<file path="src/smx_pkg.sv">
// ************************************************************
// configuration constants for the mode and extended mode registers
// ************************************************************
// Summary of operation
// - extended load is a load command with A11 high; contents kept until reloaded.
// - extended bits 2..0 pick refresh coverage, bits 4..3 pick refresh rate.
// - extended bit 5 picks drive strength: zero full, one half.
// - drive strength bit is zero, full drive, before any extended load.
// - self-refresh refreshes only the selected region; other rows lose data.
// - coverage choices are both banks, one bank, half bank, quarter bank.
// - half-bank coverage refreshes bank 0 rows with address bit 10 zero.
// - quarter-bank coverage refreshes bank 0 rows with address bits 10, 9 zero.
// - coverage bits reset to zero, which selects full coverage.
// - uncompensated rate assumes the hottest case; compensation bits slow refresh.
// - both rate compensation bits reset to zero.
// - write-mode bits 11..7: all zero burst write, only bit 9 single write.
// - single-write mode stores one word per write regardless of burst length.
package smx_pkg;
	// ************************************************************
	// pin fields
	// ************************************************************
	localparam int unsigned ADDR_W = 12;
	localparam int unsigned EXT_SEL_BIT = 11;
	localparam int unsigned LEN_LSB = 0;
	localparam int unsigned ORDER_BIT = 3;
	localparam int unsigned LAT_LSB = 4;
	localparam int unsigned WM_LSB = 7;
	localparam int unsigned COVER_LSB = 0;
	localparam int unsigned RATE_LSB = 3;
	localparam int unsigned DRV_BIT = 5;
	localparam int unsigned EXT_ZERO_LSB = 6;
	localparam logic [2:0] LEN_1 = 3'h0;
	localparam logic [2:0] LEN_2 = 3'h1;
	localparam logic [2:0] LEN_4 = 3'h2;
	localparam logic [2:0] LEN_8 = 3'h3;
	localparam logic [2:0] LEN_FULL = 3'h7;
	localparam logic [8:0] WORDS_FULL = 9'h100;
	localparam logic [2:0] LAT_2 = 3'h2;
	localparam logic [2:0] LAT_3 = 3'h3;
	localparam logic [4:0] WM_BURST = 5'h00;
	localparam logic [4:0] WM_SINGLE = 5'h04;
	localparam logic [11:0] MODE_RESET = 12'h000;
	localparam logic [11:0] EXT_RESET = 12'h000;
	localparam logic [1:0] LAT_RESET = 2'h3;
	localparam logic [1:0] LOAD_GUARD_CYCLES = 2'h2;
	localparam logic [15:0] REFRESH_BASE_CYCLES = 16'h0200;
	typedef enum logic [2:0]
	{
		COVER_BOTH = 3'h0,
		COVER_ONE = 3'h1,
		COVER_HALF = 3'h2,
		COVER_QUARTER = 3'h3
	} smx_cover_e;
	// ************************************************************
	// register bus map
	// ************************************************************
	localparam logic [7:0] REG_MODE = 8'h00;
	localparam logic [7:0] REG_EXT = 8'h04;
	localparam logic [7:0] REG_CTRL = 8'h08;
	localparam logic [7:0] REG_ERR = 8'h0C;
	localparam logic [7:0] REG_REFRESH = 8'h10;
	localparam int unsigned CTRL_SREF_BIT = 0;
	localparam int unsigned ERR_W = 7;
	localparam int unsigned ERR_WMODE = 0;
	localparam int unsigned ERR_BLEN = 1;
	localparam int unsigned ERR_LAT = 2;
	localparam int unsigned ERR_EXTZ = 3;
	localparam int unsigned ERR_BUSY = 4;
	localparam int unsigned ERR_SOON = 5;
	localparam int unsigned ERR_COVER = 6;
	localparam logic [1:0] RESP_OKAY = 2'h0;
	localparam logic [1:0] RESP_SLVERR = 2'h2;
	typedef struct packed
	{
		logic cs_n;
		logic ras_n;
		logic cas_n;
		logic we_n;
		logic [11:0] addr;
	} smx_pins_s;
	localparam smx_pins_s PINS_IDLE = '{cs_n: 1'b1, ras_n: 1'b1, cas_n: 1'b1, we_n: 1'b1,
		addr: 12'h000};
	typedef struct packed
	{
		logic [8:0] burst_words;
		logic interleaved;
		logic [1:0] read_latency;
		logic single_write;
		logic [8:0] write_words;
	} smx_cfg_s;
	function automatic logic smx_is_load(input smx_pins_s p);
		return !p.cs_n && !p.ras_n && !p.cas_n && !p.we_n;
	endfunction
	function automatic logic smx_is_command(input smx_pins_s p);
		return !p.cs_n && !(p.ras_n && p.cas_n && p.we_n);
	endfunction
endpackage

</file>
<file path="src/smx_config_regs.sv">
// Decided for this implementation: the AXI4-Lite interface to the registers and the placing of the registers.
`timescale 1ns/10ps
module smx_config_regs
	import smx_pkg::*;
(
	input wire logic clk_sys_in,
	input wire logic rst_in,
	input wire smx_pins_s cmd_pins_in,
	input wire logic banks_idle_in,
	input wire logic axi_awvalid_in,
	output logic axi_awready_out,
	input wire logic [7:0] axi_awaddr_in,
	input wire logic axi_wvalid_in,
	output logic axi_wready_out,
	input wire logic [31:0] axi_wdata_in,
	input wire logic [3:0] axi_wstrb_in,
	output logic axi_bvalid_out,
	input wire logic axi_bready_in,
	output logic [1:0] axi_bresp_out,
	input wire logic axi_arvalid_in,
	output logic axi_arready_out,
	input wire logic [7:0] axi_araddr_in,
	output logic axi_rvalid_out,
	input wire logic axi_rready_in,
	output logic [31:0] axi_rdata_out,
	output logic [1:0] axi_rresp_out,
	output smx_cfg_s cfg_out,
	output logic drive_half_out,
	output logic refresh_pulse_out,
	output logic refresh_bank_out,
	output logic [10:0] refresh_row_out
);
	typedef struct packed
	{
		smx_pins_s sync1;
		smx_pins_s sync2;
		logic [11:0] mode_value;
		logic [11:0] ext_value;
		logic [1:0] guard;
		logic sref_en;
		logic [ERR_W-1:0] err;
		logic aw_held;
		logic [7:0] aw_addr;
		logic w_held;
		logic [31:0] w_data;
		logic [3:0] w_strb;
		logic bvalid;
		logic [1:0] bresp;
		logic rvalid;
		logic [31:0] rdata;
		logic [1:0] rresp;
	} smx_top_state_s;
	smx_top_state_s q;
	smx_top_state_s next_q;
	logic ld_any;
	logic ld_ext;
	logic ld_mode;
	logic cmd_any;
	logic rsvd_blen;
	logic rsvd_lat;
	logic rsvd_wmode;
	logic sr_bank;
	logic [10:0] sr_row;
	// ************************************************************
	// command decode on the synchronised pins
	// ************************************************************
	// only sync2 is looked at; sync1 may be metastable
	assign ld_any = smx_is_load(q.sync2);
	assign ld_ext = ld_any && q.sync2.addr[EXT_SEL_BIT];
	assign ld_mode = ld_any && !q.sync2.addr[EXT_SEL_BIT];
	assign cmd_any = smx_is_command(q.sync2);
	assign axi_awready_out = !q.aw_held && !q.bvalid;
	assign axi_wready_out = !q.w_held && !q.bvalid;
	assign axi_arready_out = !q.rvalid;
	// ************************************************************
	// state update
	// ************************************************************
	always_comb
	begin
		logic [ERR_W-1:0] err_set;
		logic [ERR_W-1:0] err_clr;
		err_set = '0;
		err_clr = '0;
		next_q = q;
		next_q.sync1 = cmd_pins_in;
		next_q.sync2 = q.sync1;
		if (ld_ext)
			next_q.ext_value = q.sync2.addr;
		if (ld_mode)
			next_q.mode_value = q.sync2.addr;
		if (ld_any)
			next_q.guard = LOAD_GUARD_CYCLES - 2'h1;
		else if (q.guard != 2'h0)
			next_q.guard = q.guard - 2'h1;
		err_set[ERR_WMODE] = rsvd_wmode;
		err_set[ERR_BLEN] = rsvd_blen;
		err_set[ERR_LAT] = rsvd_lat;
		err_set[ERR_EXTZ] = ld_ext && q.sync2.addr[EXT_ZERO_LSB +: 5] != 5'h00;
		err_set[ERR_BUSY] = ld_any && !banks_idle_in;
		err_set[ERR_SOON] = cmd_any && q.guard != 2'h0;
		err_set[ERR_COVER] = ld_ext && q.sync2.addr[COVER_LSB +: 3] > COVER_QUARTER;
		// write channel: address and data may come in either order
		if (axi_awvalid_in && axi_awready_out)
		begin
			next_q.aw_held = 1'b1;
			next_q.aw_addr = axi_awaddr_in;
		end
		if (axi_wvalid_in && axi_wready_out)
		begin
			next_q.w_held = 1'b1;
			next_q.w_data = axi_wdata_in;
			next_q.w_strb = axi_wstrb_in;
		end
		if (q.aw_held && q.w_held && !q.bvalid)
		begin
			next_q.aw_held = 1'b0;
			next_q.w_held = 1'b0;
			next_q.bvalid = 1'b1;
			next_q.bresp = RESP_OKAY;
			if (q.aw_addr == REG_CTRL)
			begin
				if (q.w_strb[0])
					next_q.sref_en = q.w_data[CTRL_SREF_BIT];
			end
			else if (q.aw_addr == REG_ERR)
			begin
				if (q.w_strb[0])
					err_clr = q.w_data[ERR_W-1:0];
			end
			else if (q.aw_addr == REG_MODE || q.aw_addr == REG_EXT || q.aw_addr == REG_REFRESH)
				next_q.bresp = RESP_OKAY;
			else
				next_q.bresp = RESP_SLVERR;
		end
		else if (q.bvalid && axi_bready_in)
			next_q.bvalid = 1'b0;
		// a flag raised in the same cycle as its clear survives
		next_q.err = (q.err & ~err_clr) | err_set;
		// read channel
		if (axi_arvalid_in && axi_arready_out)
		begin
			next_q.rvalid = 1'b1;
			next_q.rresp = RESP_OKAY;
			if (axi_araddr_in == REG_MODE)
				next_q.rdata = {20'h00000, q.mode_value};
			else if (axi_araddr_in == REG_EXT)
				next_q.rdata = {20'h00000, q.ext_value};
			else if (axi_araddr_in == REG_CTRL)
				next_q.rdata = {31'h0, q.sref_en};
			else if (axi_araddr_in == REG_ERR)
				next_q.rdata = {25'h0, q.err};
			else if (axi_araddr_in == REG_REFRESH)
				next_q.rdata = {20'h00000, sr_bank, sr_row};
			else
			begin
				next_q.rdata = 32'h00000000;
				next_q.rresp = RESP_SLVERR;
			end
		end
		else if (q.rvalid && axi_rready_in)
			next_q.rvalid = 1'b0;
	end
	// the extended register has no reset of its own in the array; reset here stands
	// for power-up, which is the only time its defaults apply
	always_ff @(posedge clk_sys_in)
	begin
		if (rst_in)
		begin
			q <= '{sync1: PINS_IDLE, sync2: PINS_IDLE, mode_value: MODE_RESET,
				ext_value: EXT_RESET, guard: 2'h0, sref_en: 1'b0, err: '0, aw_held: 1'b0,
				aw_addr: 8'h00, w_held: 1'b0, w_data: 32'h00000000, w_strb: 4'h0,
				bvalid: 1'b0, bresp: RESP_OKAY, rvalid: 1'b0, rdata: 32'h00000000,
				rresp: RESP_OKAY};
		end
		else
			q <= next_q;
	end
	// ************************************************************
	// decoders and self-refresh
	// ************************************************************
	smx_mode_decode u_decode
	(
		.clk_sys_in(clk_sys_in),
		.rst_in(rst_in),
		.load_in(ld_mode),
		.value_in(q.sync2.addr),
		.cfg_out(cfg_out),
		.rsvd_blen_out(rsvd_blen),
		.rsvd_lat_out(rsvd_lat),
		.rsvd_wmode_out(rsvd_wmode)
	);
	smx_self_refresh u_sref
	(
		.clk_sys_in(clk_sys_in),
		.rst_in(rst_in),
		.enable_in(q.sref_en),
		.coverage_in(q.ext_value[COVER_LSB +: 3]),
		.rate_in(q.ext_value[RATE_LSB +: 2]),
		.refresh_pulse_out(refresh_pulse_out),
		.refresh_bank_out(sr_bank),
		.refresh_row_out(sr_row)
	);
	assign refresh_bank_out = sr_bank;
	assign refresh_row_out = sr_row;
	assign drive_half_out = q.ext_value[DRV_BIT];
	assign axi_bvalid_out = q.bvalid;
	assign axi_bresp_out = q.bresp;
	assign axi_rvalid_out = q.rvalid;
	assign axi_rdata_out = q.rdata;
	assign axi_rresp_out = q.rresp;
	// ************************************************************
	// checks
	// ************************************************************
	AST_EXT_LOAD: assert property (@(posedge clk_sys_in) disable iff (rst_in)
		ld_ext |=> q.ext_value == $past(q.sync2.addr))
		else $error("extended load did not store the address");
	AST_EXT_KEEP: assert property (@(posedge clk_sys_in) disable iff (rst_in)
		!ld_ext |=> $stable(q.ext_value))
		else $error("extended register changed without a load");
	AST_DEFAULTS: assert property (@(posedge clk_sys_in) disable iff (rst_in)
		$past(rst_in) |-> !drive_half_out && q.ext_value[4:0] == 5'h00)
		else $error("extended defaults not zero after reset");
	AST_DRIVE_HALF: assert property (@(posedge clk_sys_in) disable iff (rst_in)
		ld_ext |=> drive_half_out == $past(q.sync2.addr[DRV_BIT]))
		else $error("drive strength does not follow bit 5");
	AST_EXT_ZERO: assert property (@(posedge clk_sys_in) disable iff (rst_in)
		ld_ext && q.sync2.addr[10:6] != 5'h00 |=> q.err[ERR_EXTZ])
		else $error("nonzero upper extended bits not flagged");
	AST_BUSY_LOAD: assert property (@(posedge clk_sys_in) disable iff (rst_in)
		ld_any && !banks_idle_in |=> q.err[ERR_BUSY])
		else $error("load with busy banks not flagged");
	AST_TOO_SOON: assert property (@(posedge clk_sys_in) disable iff (rst_in)
		ld_any ##1 cmd_any |=> q.err[ERR_SOON])
		else $error("command one cycle after load not flagged");
	AST_GUARD_OK: assert property (@(posedge clk_sys_in) disable iff (rst_in)
		ld_any ##1 !cmd_any ##1 (cmd_any && !q.err[ERR_SOON]) |=> !q.err[ERR_SOON])
		else $error("command two cycles after load wrongly flagged");
	AST_WRITE_MODE: assert property (@(posedge clk_sys_in) disable iff (rst_in)
		ld_mode && q.sync2.addr[11:7] == WM_BURST |=> !cfg_out.single_write)
		else $error("all-zero write mode did not give burst write");
endmodule

</file>
<file path="src/smx_mode_decode.sv">
`timescale 1ns/10ps
module smx_mode_decode
	import smx_pkg::*;
(
	input wire logic clk_sys_in,
	input wire logic rst_in,
	input wire logic load_in,
	input wire logic [11:0] value_in,
	output smx_cfg_s cfg_out,
	output logic rsvd_blen_out,
	output logic rsvd_lat_out,
	output logic rsvd_wmode_out
);
	typedef struct packed
	{
		smx_cfg_s cfg;
		logic rsvd_blen;
		logic rsvd_lat;
		logic rsvd_wmode;
	} smx_dec_state_s;
	smx_dec_state_s q;
	smx_dec_state_s next_q;
	logic [2:0] len_code;
	logic [2:0] lat_code;
	logic [4:0] wm_code;
	logic interleave;
	assign len_code = value_in[LEN_LSB +: 3];
	assign lat_code = value_in[LAT_LSB +: 3];
	assign wm_code = value_in[WM_LSB +: 5];
	assign interleave = value_in[ORDER_BIT];
	// ************************************************************
	// decode on each mode load
	// ************************************************************
	// reserved codes keep the previous setting of their own field; the other fields of the same load still apply
	always_comb
	begin
		next_q = q;
		next_q.rsvd_blen = 1'b0;
		next_q.rsvd_lat = 1'b0;
		next_q.rsvd_wmode = 1'b0;
		if (load_in)
		begin
			next_q.cfg.interleaved = interleave;
			if (len_code == LEN_1 || len_code == LEN_2 || len_code == LEN_4 || len_code == LEN_8)
				next_q.cfg.burst_words = 9'h001 << len_code;
			else if (len_code == LEN_FULL && !interleave)
				next_q.cfg.burst_words = WORDS_FULL;
			else
				next_q.rsvd_blen = 1'b1;
			if (lat_code == LAT_2 || lat_code == LAT_3)
				next_q.cfg.read_latency = lat_code[1:0];
			else
				next_q.rsvd_lat = 1'b1;
			if (wm_code == WM_BURST)
				next_q.cfg.single_write = 1'b0;
			else if (wm_code == WM_SINGLE)
				next_q.cfg.single_write = 1'b1;
			else
				next_q.rsvd_wmode = 1'b1;
		end
		next_q.cfg.write_words = next_q.cfg.single_write ? 9'h001 :
			next_q.cfg.burst_words;
	end
	always_ff @(posedge clk_sys_in)
	begin
		if (rst_in)
		begin
			q <= '{cfg: '{burst_words: 9'h001, interleaved: 1'b0, read_latency: LAT_RESET,
				single_write: 1'b0, write_words: 9'h001}, rsvd_blen: 1'b0, rsvd_lat: 1'b0,
				rsvd_wmode: 1'b0};
		end
		else
			q <= next_q;
	end
	assign cfg_out = q.cfg;
	assign rsvd_blen_out = q.rsvd_blen;
	assign rsvd_lat_out = q.rsvd_lat;
	assign rsvd_wmode_out = q.rsvd_wmode;
	AST_FULL_PAGE: assert property (@(posedge clk_sys_in) disable iff (rst_in)
		load_in && len_code == LEN_FULL |=> ($past(interleave) ? rsvd_blen_out :
		cfg_out.burst_words == WORDS_FULL))
		else $error("full page burst length decoded wrongly");
	AST_LATENCY: assert property (@(posedge clk_sys_in) disable iff (rst_in)
		load_in && lat_code == LAT_3 |=> cfg_out.read_latency == 2'h3 && !rsvd_lat_out)
		else $error("latency three not decoded");
	AST_SINGLE_WORD: assert property (@(posedge clk_sys_in) disable iff (rst_in)
		load_in && wm_code == WM_SINGLE |=> cfg_out.single_write && cfg_out.write_words == 9'h001)
		else $error("single write does not limit write to one word");
endmodule

</file>
<file path="src/smx_self_refresh.sv">
`timescale 1ns/10ps
module smx_self_refresh
	import smx_pkg::*;
(
	input wire logic clk_sys_in,
	input wire logic rst_in,
	input wire logic enable_in,
	input wire logic [2:0] coverage_in,
	input wire logic [1:0] rate_in,
	output logic refresh_pulse_out,
	output logic refresh_bank_out,
	output logic [10:0] refresh_row_out
);
	typedef struct packed
	{
		logic [15:0] div;
		logic [11:0] cnt;
		logic pulse;
		logic [11:0] addr;
	} smx_sref_state_s;
	smx_sref_state_s q;
	smx_sref_state_s next_q;
	logic [11:0] last;
	logic [15:0] period;
	// reserved coverage codes fall back to full coverage: refreshing too much is safe
	function automatic logic [11:0] smx_cover_mask(input logic [2:0] code);
		if (code == COVER_ONE)
			return 12'h7FF;
		else if (code == COVER_HALF)
			return 12'h3FF;
		else if (code == COVER_QUARTER)
			return 12'h1FF;
		else
			return 12'hFFF;
	endfunction
	assign last = smx_cover_mask(coverage_in);
	// cooler settings stretch the interval; code zero is the hottest-case rate
	assign period = REFRESH_BASE_CYCLES << rate_in;
	// ************************************************************
	// row scan
	// ************************************************************
	always_comb
	begin
		next_q = q;
		next_q.pulse = 1'b0;
		if (!enable_in)
		begin
			next_q.div = 16'h0000;
		end
		else if (q.div >= period - 16'h0001)
		begin
			next_q.div = 16'h0000;
			next_q.pulse = 1'b1;
			next_q.addr = q.cnt & last;
			next_q.cnt = ((q.cnt & last) == last) ? 12'h000 : (q.cnt & last) + 12'h001;
		end
		else
			next_q.div = q.div + 16'h0001;
	end
	always_ff @(posedge clk_sys_in)
	begin
		if (rst_in)
			q <= '{div: 16'h0000, cnt: 12'h000, pulse: 1'b0, addr: 12'h000};
		else
			q <= next_q;
	end
	assign refresh_pulse_out = q.pulse;
	assign refresh_bank_out = q.addr[11];
	assign refresh_row_out = q.addr[10:0];
	AST_HALF_BANK: assert property (@(posedge clk_sys_in) disable iff (rst_in)
		refresh_pulse_out && $past(coverage_in) == COVER_HALF
		|-> !refresh_bank_out && !refresh_row_out[10])
		else $error("half bank refresh left the lower half of bank 0");
	AST_QUARTER_BANK: assert property (@(posedge clk_sys_in) disable iff (rst_in)
		refresh_pulse_out && $past(coverage_in) == COVER_QUARTER
		|-> !refresh_bank_out && refresh_row_out[10:9] == 2'b00)
		else $error("quarter bank refresh left the lowest quarter of bank 0");
endmodule

</file>
<file path="config.mk">
export PLATFORM = sky130hd
export DESIGN_NAME = smx_config_regs
export DESIGN_NICKNAME = d
export VERILOG_FILES = /design/src/smx_pkg.sv /design/src/smx_config_regs.sv /design/src/smx_mode_decode.sv /design/src/smx_self_refresh.sv
export SDC_FILE = /design/constraint.sdc
export NUM_CORES = 1
export LEC_CHECK = 0
export BUFFER_PORTS_ARGS = -buffer_cell sky130_fd_sc_hd__buf_2
export CORE_MARGIN = 2
export CORE_UTILIZATION = 54
export DETAILED_ROUTE_END_ITERATION = 10
export PLACE_DENSITY = 0.87
export SYNTH_ARGS = -nofsm -noshare
export SYNTH_HDL_FRONTEND = slang
export SYNTH_SLANG_ARGS = --single-unit
</file>
<file path="constraint.sdc">
create_clock -name clk_sys_in -period 2.4 [get_ports clk_sys_in]
set_clock_uncertainty 0.1 [all_clocks]
set_input_delay 0.24 -clock clk_sys_in [delete_from_list [all_inputs] [get_ports clk_sys_in]]
set_output_delay 0.24 -clock clk_sys_in [all_outputs]
set_load 0.1 [all_outputs]
</file>
* After elaboration in Yosys (flattened, before gate mapping)
Cells that the tools add are included.
Operators by class: add/subtract/negate cells 4, multiply operators 0, divide/modulo/power cells 0, order comparisons 2, equality and inequality tests 19, shift operators 2, mux-type cells 37, bitwise operators 6, reductions and logical operators 60
Operator list (number):
- 12-bit two-way mux | 9
- 8-bit by 4-bit equality test with 1-bit output, second input constant | 4
- 7-bit two-way mux | 4
- 13-bit two-way mux | 2
- 1-bit logical AND | 22
- 3-bit by 2-bit equality test with 1-bit output, second input constant | 6
- 2-bit two-way mux | 9
- 9-bit two-way mux | 2
- 16-bit by 1-bit adder with 16-bit output, second input constant | 1
- 8-bit by 3-bit equality test with 1-bit output, second input constant | 2
- 8-bit by 5-bit equality test with 1-bit output, second input constant | 2
- 16-bit greater-or-equal comparator | 1
- 8-bit zero test | 2
- 10-bit by 2-bit left shift with 16-bit output, first input constant | 1
- 16-bit by 1-bit subtractor with 16-bit output, second input constant | 1
- 12-bit by 1-bit adder with 12-bit output, second input constant | 1
- 12-bit AND | 1
- 12-bit equality test | 1
- 1-bit zero test | 12
- 1-bit two-way mux | 11
- 2-bit OR reduction | 5
- 3-bit OR reduction | 3
- 1-bit by 3-bit left shift with 9-bit output, first input constant | 1
- 2-bit nonzero test | 4
- other kinds (15) | 23
Word-level totals: register bits after elaboration 188, latch bits 0, RAM bits 0, ROM bits 0, logic and storage cells 168, memories 0

* Depth between registers and ports, before layout
depth after elaboration 7, mapped depth 8

* Cells and area by module
A second synthesis with hierarchy kept.
Second synthesis, totals: cell total of the unflattened synthesis 742, area total of the unflattened synthesis 6886.6 sq um
By module, submodules not included:
- smx_config_regs | instances 1, cells an instance 445, area an instance 4117.7 sq um, sequential area each 2001.9 sq um
- smx_self_refresh | instances 1, cells an instance 216, area an instance 1919.3 sq um, sequential area each 820.8 sq um
- smx_mode_decode | instances 1, cells an instance 81, area an instance 849.6 sq um, sequential area each 500.5 sq um

* Worst setup path before layout
OpenSTA, ideal clock, no wires.
kind flip-flop to flip-flop, from register q (netlist bit axi_bvalid_out), to register q[46] in the netlist's numbering, setup time 0.134 ns, arrival 2.799 ns, slack -0.632 ns, cell stages (with the launch flop) 5, buffers on the path 0, clock period less this slack 3.032 ns, path through dfxtp_1 -> nor2_1 -> nand2_1 -> nand2_1 -> a21oi_1
Between the ends: word-level cells in the longest chain between the ends 3
Ends and longest elaborated chain:
- start, declared | RTL line smx_config_regs.sv:53 | smx_top_state_s q;
- start signal, assigned | RTL line smx_config_regs.sv:169 | q <= '{sync1: PINS_IDLE, sync2: PINS_IDLE, mode_value: MODE_RESET,
- start signal, assigned | RTL line smx_config_regs.sv:176 | q <= next_q;
- 1-bit zero test | RTL line smx_config_regs.sv:73 | assign axi_wready_out = !q.w_held && !q.bvalid;
- 1-bit logical AND | RTL line smx_config_regs.sv:73
- via axi_wready_out | RTL line smx_config_regs.sv:14 | output logic axi_wready_out,
- 1-bit logical AND | RTL line smx_config_regs.sv:108 | if (axi_wvalid_in && axi_wready_out)
The timed path passes the listed nets, and every way through them passes these cells. A chain may end at the register's enable or synchronous reset.

* Worst setup path in the final report
from register u_sref.q[25] in the netlist's numbering, to register u_sref.q[19] in the netlist's numbering
Between the ends: word-level cells in the longest chain between the ends 2
Ends and longest elaborated chain:
- start, declared | RTL line smx_self_refresh.sv:21 | smx_sref_state_s q;
- start signal, assigned | RTL line smx_self_refresh.sv:63 | q <= '{div: 16'h0000, cnt: 12'h000, pulse: 1'b0, addr: 12'h000};
- start signal, assigned | RTL line smx_self_refresh.sv:65 | q <= next_q;
- 16-bit greater-or-equal comparator | RTL line smx_self_refresh.sv:50 | else if (q.div >= period - 16'h0001)
- 2-bit AND reduction (no source line)
Every way passes these cells.

==> metrics.md <==
| Metric | Value |
|---|---|
| Status | `finished, final reports clean` |
| Clock Sink Count | `165` |
| Clk slew on worst S/H paths | `0.07 ns` |
| Vias in the first global route | `5292` |
| Number of max-cap violations | `0` |
| Area of the multi-input gates | `3070 um^2` |
| Final wirelength | `15800 um` |
| YS warnings | `0` |
| # setup viols final | `0` |
| DR pass1 iterations | `5` |
| Final instance area | `8290 um^2` |
| Fillers | `991` |
| Post-synthesis xor/xnor area fraction | `2.17%` |
| Mapped cell area | `6860 um^2` |
| First-pass GRT wire length | `25300 um` |
| Total grt overflow | `0` |
| Row count | `41` |
| Post-synthesis simple-gate area fraction | `23.1%` |
| Core ar. | `12500 um^2` |
| WS Path Type | `reg2reg` |
| Slew Limit Fails | `0` |
| RSZ-0062 raised after global routing | `no` |
| Hold path startpoint | `banks_idle_in` |
| Share of layout cells above drive strength 1 | `19.9%` |
| Final Cycle Share | `93.3%` |
| DIE HEIGHT | `117 um` |
| Worst slew pin tran | `0.736 ns` |
| Drt via density | `5.29` |
| GPL Wtd Cong | `0.863` |
| CTS max path bufs | `2` |
| Post-CTS Setup Repair Bufs | `0` |
| Layout Cells excl Fill | `1097` |
| Adder-cell share of the synthesized area | `1.82%` |
| Initial Util | `54.8%` |
| CP Launch Type | `flip-flop` |
| Peak VDD IR | `0.000554 V` |
| Root buffer cell | `clkbuf_16` |
| Worst setup path end | `u_sref.q[19]` |
| TritonCTS clock tree | `built` |
| Netlist cell types | `59` |
| Via count | `5802` |
| Tmin final | `2.24 ns` |
| Post-Place Cells | `1030` |
| CP Max Fanout | `8` |
| Area Overhead vs Synth | `20.9%` |
| Remaining antenna violation count after routing | `0` |
| Clock latency on the worst-skew pair | `0.43 ns` |
| IO Port Bufs | `102` |
| Die area | `13600 um^2` |
| Met2 global-route usage | `39.6%` |
| Largest net degree at the start of global routing | `72` |
| Met3 Track Usage GR | `5.60%` |
| Initial antenna violation count | `0` |
| Sequential area share after synthesis | `48.1%` |
| GRT Util Overall | `23.9%` |
| Mapped Cells | `796` |
| Number of synthesized flops with an enable pin | `0` |
| Hold-critical path depth | `4` |
| DRC violations left | `0` |
| Worst hold path class | `in2reg` |
| Compound-gate portion of the synthesized area | `14.7%` |
| Post-synthesis register bit count | `165` |
| Pleak | `3.23 nW` |
| IO Count | `153` |
| Endpoint class of the critical path | `flip-flop` |
| FF+latch area | `3300 um^2` |
| Dpl cell area | `7350 um^2` |
| Post-synth ARST share | `0%` |
| R2r worst-path depth | `7` |
| Prevailing post-synth register cell | `dfxtp_1` |
| Rel. slew slack | `51.0%` |
| Worst reg2reg startpoint | `u_sref.q[25]` |
| DRT iter0 DRCs | `574` |
| Fraction of synthesized area in multiplexers | `1.28%` |
| FMAX | `0.447 GHz` |
| Crit path DAT | `2.45 ns` |
| H-Tree Depth | `4` |
| Avg Synthesized Cell Area | `8.62 um^2` |
| Diodes inserted | `0` |
| GR Util met1 | `30.2%` |
| CTS buffer count | `17` |
| HPWL Detailed | `10600 um` |
| R2R Path End | `u_sref.q[19]` |
| Critical Path Source | `u_sref.q[25]` |
| Most used routing layer | `met2` |
| Die width | `117 um` |
| Largest family of logic cells by synthesized area | `simple AND/OR/NAND/NOR gates` |
| Final hold violations | `0` |
| Req. time, crit path | `2.62 ns` |
| Power Density | `730 nW/um^2` |
| Worst reg-to-reg setup slack | `0.16 ns` |
| Routed len/inst | `14.4 um` |
| Nets | `998` |
stage by stage:
step / hold WS (ns) / worst slack, ns / total power, mW / TNS, ns / utilization [%]
2_1_floorplan: 0.233 / -0.0758 / 3.33 / -1.21 / -
3_3_place_gp: 0.292 / 0.0953 / 3.38 / 0 / 58.7
3_5_place_dp: 0.295 / 0.0468 / 3.39 / 0 / 58.7
4_1_cts: 0.0154 / 0.00809 / 6.07 / 0 / 66.2
5_1_grt: 0.0601 / 0.0234 / 6.27 / 0 / 66.3
6_report: 0.0202 / 0.161 / 6.06 / 0 / 66.3
what timing repair did:
item                                    in CTS  in global routing
endpoints found under the setup margin       0                  3
hold buffers                                35                  0
resized for setup                            0                  3
hold endpoints to repair                    34                  0
cells in the final DEF, fill, tap and decap left out, types with 9 or more instances in the layout:
cell / Yosys / layout
ha_1: 10 / 10
nor2_1: 58 / 56
and2_1: 14 / 14
nor2b_1: 36 / 36
conb_1: 2 / 26
buf_2: 2 / 101
nand2_1: 112 / 112
dlygate4sd3_1: 0 / 35
nand3_1: 37 / 37
inv_1: 21 / 20
a22o_1: 9 / 9
buf_4: 48 / 24
clkbuf_16: 0 / 17
nor3_1: 13 / 13
xnor2_1: 9 / 9
nand2b_1: 10 / 10
o21ai_0: 20 / 20
o211ai_1: 13 / 13
dfxtp_1: 165 / 164
a21oi_1: 87 / 87
power breakdown:
part	leakage [nW]	switching (mW)	internal (mW)
Combinational	1.62	0.391	0.151
Clock	0.276	1.08	1.59
Sequential	1.34	0.0448	2.80
Total	3.23	1.52	4.54
Yosys cell counts (2+ instances only):
cell | n | area [um^2]
a211oi_1 | 6 | 45.0
nand2b_1 | 10 | 62.6
nor3_1 | 13 | 65.1
nor4_1 | 5 | 31.3
a211o_1 | 3 | 26.3
a22o_1 | 9 | 78.8
o21ai_0 | 20 | 100
or2_2 | 8 | 50.1
and4_1 | 4 | 35.0
xor2_1 | 8 | 70.1
mux2i_1 | 2 | 20.0
nand2_1 | 112 | 420
xnor2_1 | 9 | 78.8
or3_1 | 2 | 12.5
o311ai_0 | 2 | 17.5
conb_1 | 2 | 7.51
buf_2 | 2 | 10.0
a32oi_1 | 3 | 26.3
a221oi_1 | 2 | 17.5
o31ai_1 | 2 | 15.0
buf_4 | 48 | 360
and2_1 | 14 | 87.6
and3_1 | 4 | 25.0
clkbuf_1 | 34 | 128
o32ai_1 | 2 | 17.5
nor2_1 | 58 | 218
nand3_1 | 37 | 185
a21o_1 | 3 | 22.5
mux2_2 | 4 | 45.0
buf_1 | 2 | 7.51
nand3b_1 | 3 | 22.5
a21oi_1 | 87 | 435
or4_4 | 2 | 22.5
a22oi_1 | 7 | 52.6
inv_1 | 21 | 78.8
o211ai_1 | 13 | 97.6
nor2b_1 | 36 | 225
ha_1 | 10 | 125
dfxtp_1 | 165 | 3300
nand4b_1 | 3 | 26.3
logic make-up after synthesis:
group,count (synthesis)
adders and majority gates,10
xor gates and xnor gates,17
AOI/OAI and AO/OA,166
other,2
DFF,165
and+or+nand+nor,321
buffers and inverters,108
muxes,7
flip-flops by register name, summed over array words and instances (netlist names):
| register | cells |
|---|---|
| drive_half_out | 1 |
| next_q | 16 |
| u_sref.refresh_pulse_out | 1 |
| u_decode.rsvd_lat_out | 1 |
| axi_rvalid_out | 1 |
| u_sref.refresh_bank_out | 1 |
| u_sref.refresh_row_out | 11 |
| u_decode.rsvd_blen_out | 1 |
| u_decode.cfg_out | 21 |
| q | 67 |
| axi_bvalid_out | 1 |
| u_sref.q | 28 |
| u_decode.rsvd_wmode_out | 1 |
| axi_rresp_out | 1 |
| axi_rdata_out | 12 |
| axi_bresp_out | 1 |
layer usage:
metal	part of all wire, %	wire (um)	vias to the layer above
met4	2.4	378	0
li1	-	-	2877
met2	48	7630	217
met3	6.7	1060	31
met1	42	6700	2677
met5	0	0	-
critical path, stage by stage, from the launching register on:
cell and delay (ns):
dfxtp_1 0.38, ha_1 0.24, and4_1 0.29, a31o_2 0.22, o21ai_2 0.10, buf_4 0.18, a211oi_1 0.26, mux2_2 0.36
worst min path at each step:
stage / to / slack (ns)
floorplan: axi_rvalid_out / 0.23
global placement: q[131] / 0.29
detailed placement: q[133] / 0.29
CTS: q[88] / 0.02
global route: q[88] / 0.06
finish: q[88] / 0.02
cell type report:
class / instances / area share, %
sequential: 165 / 39.8
clock buffer: 21 / 5.55
clock inverter: 11 / 1.52
inverter: 21 / 0.996
tap: 172 / 2.60
multi-input combinational: 547 / 37.0
timing repair buffer: 160 / 12.5
(Power assumes the default switching activity.)
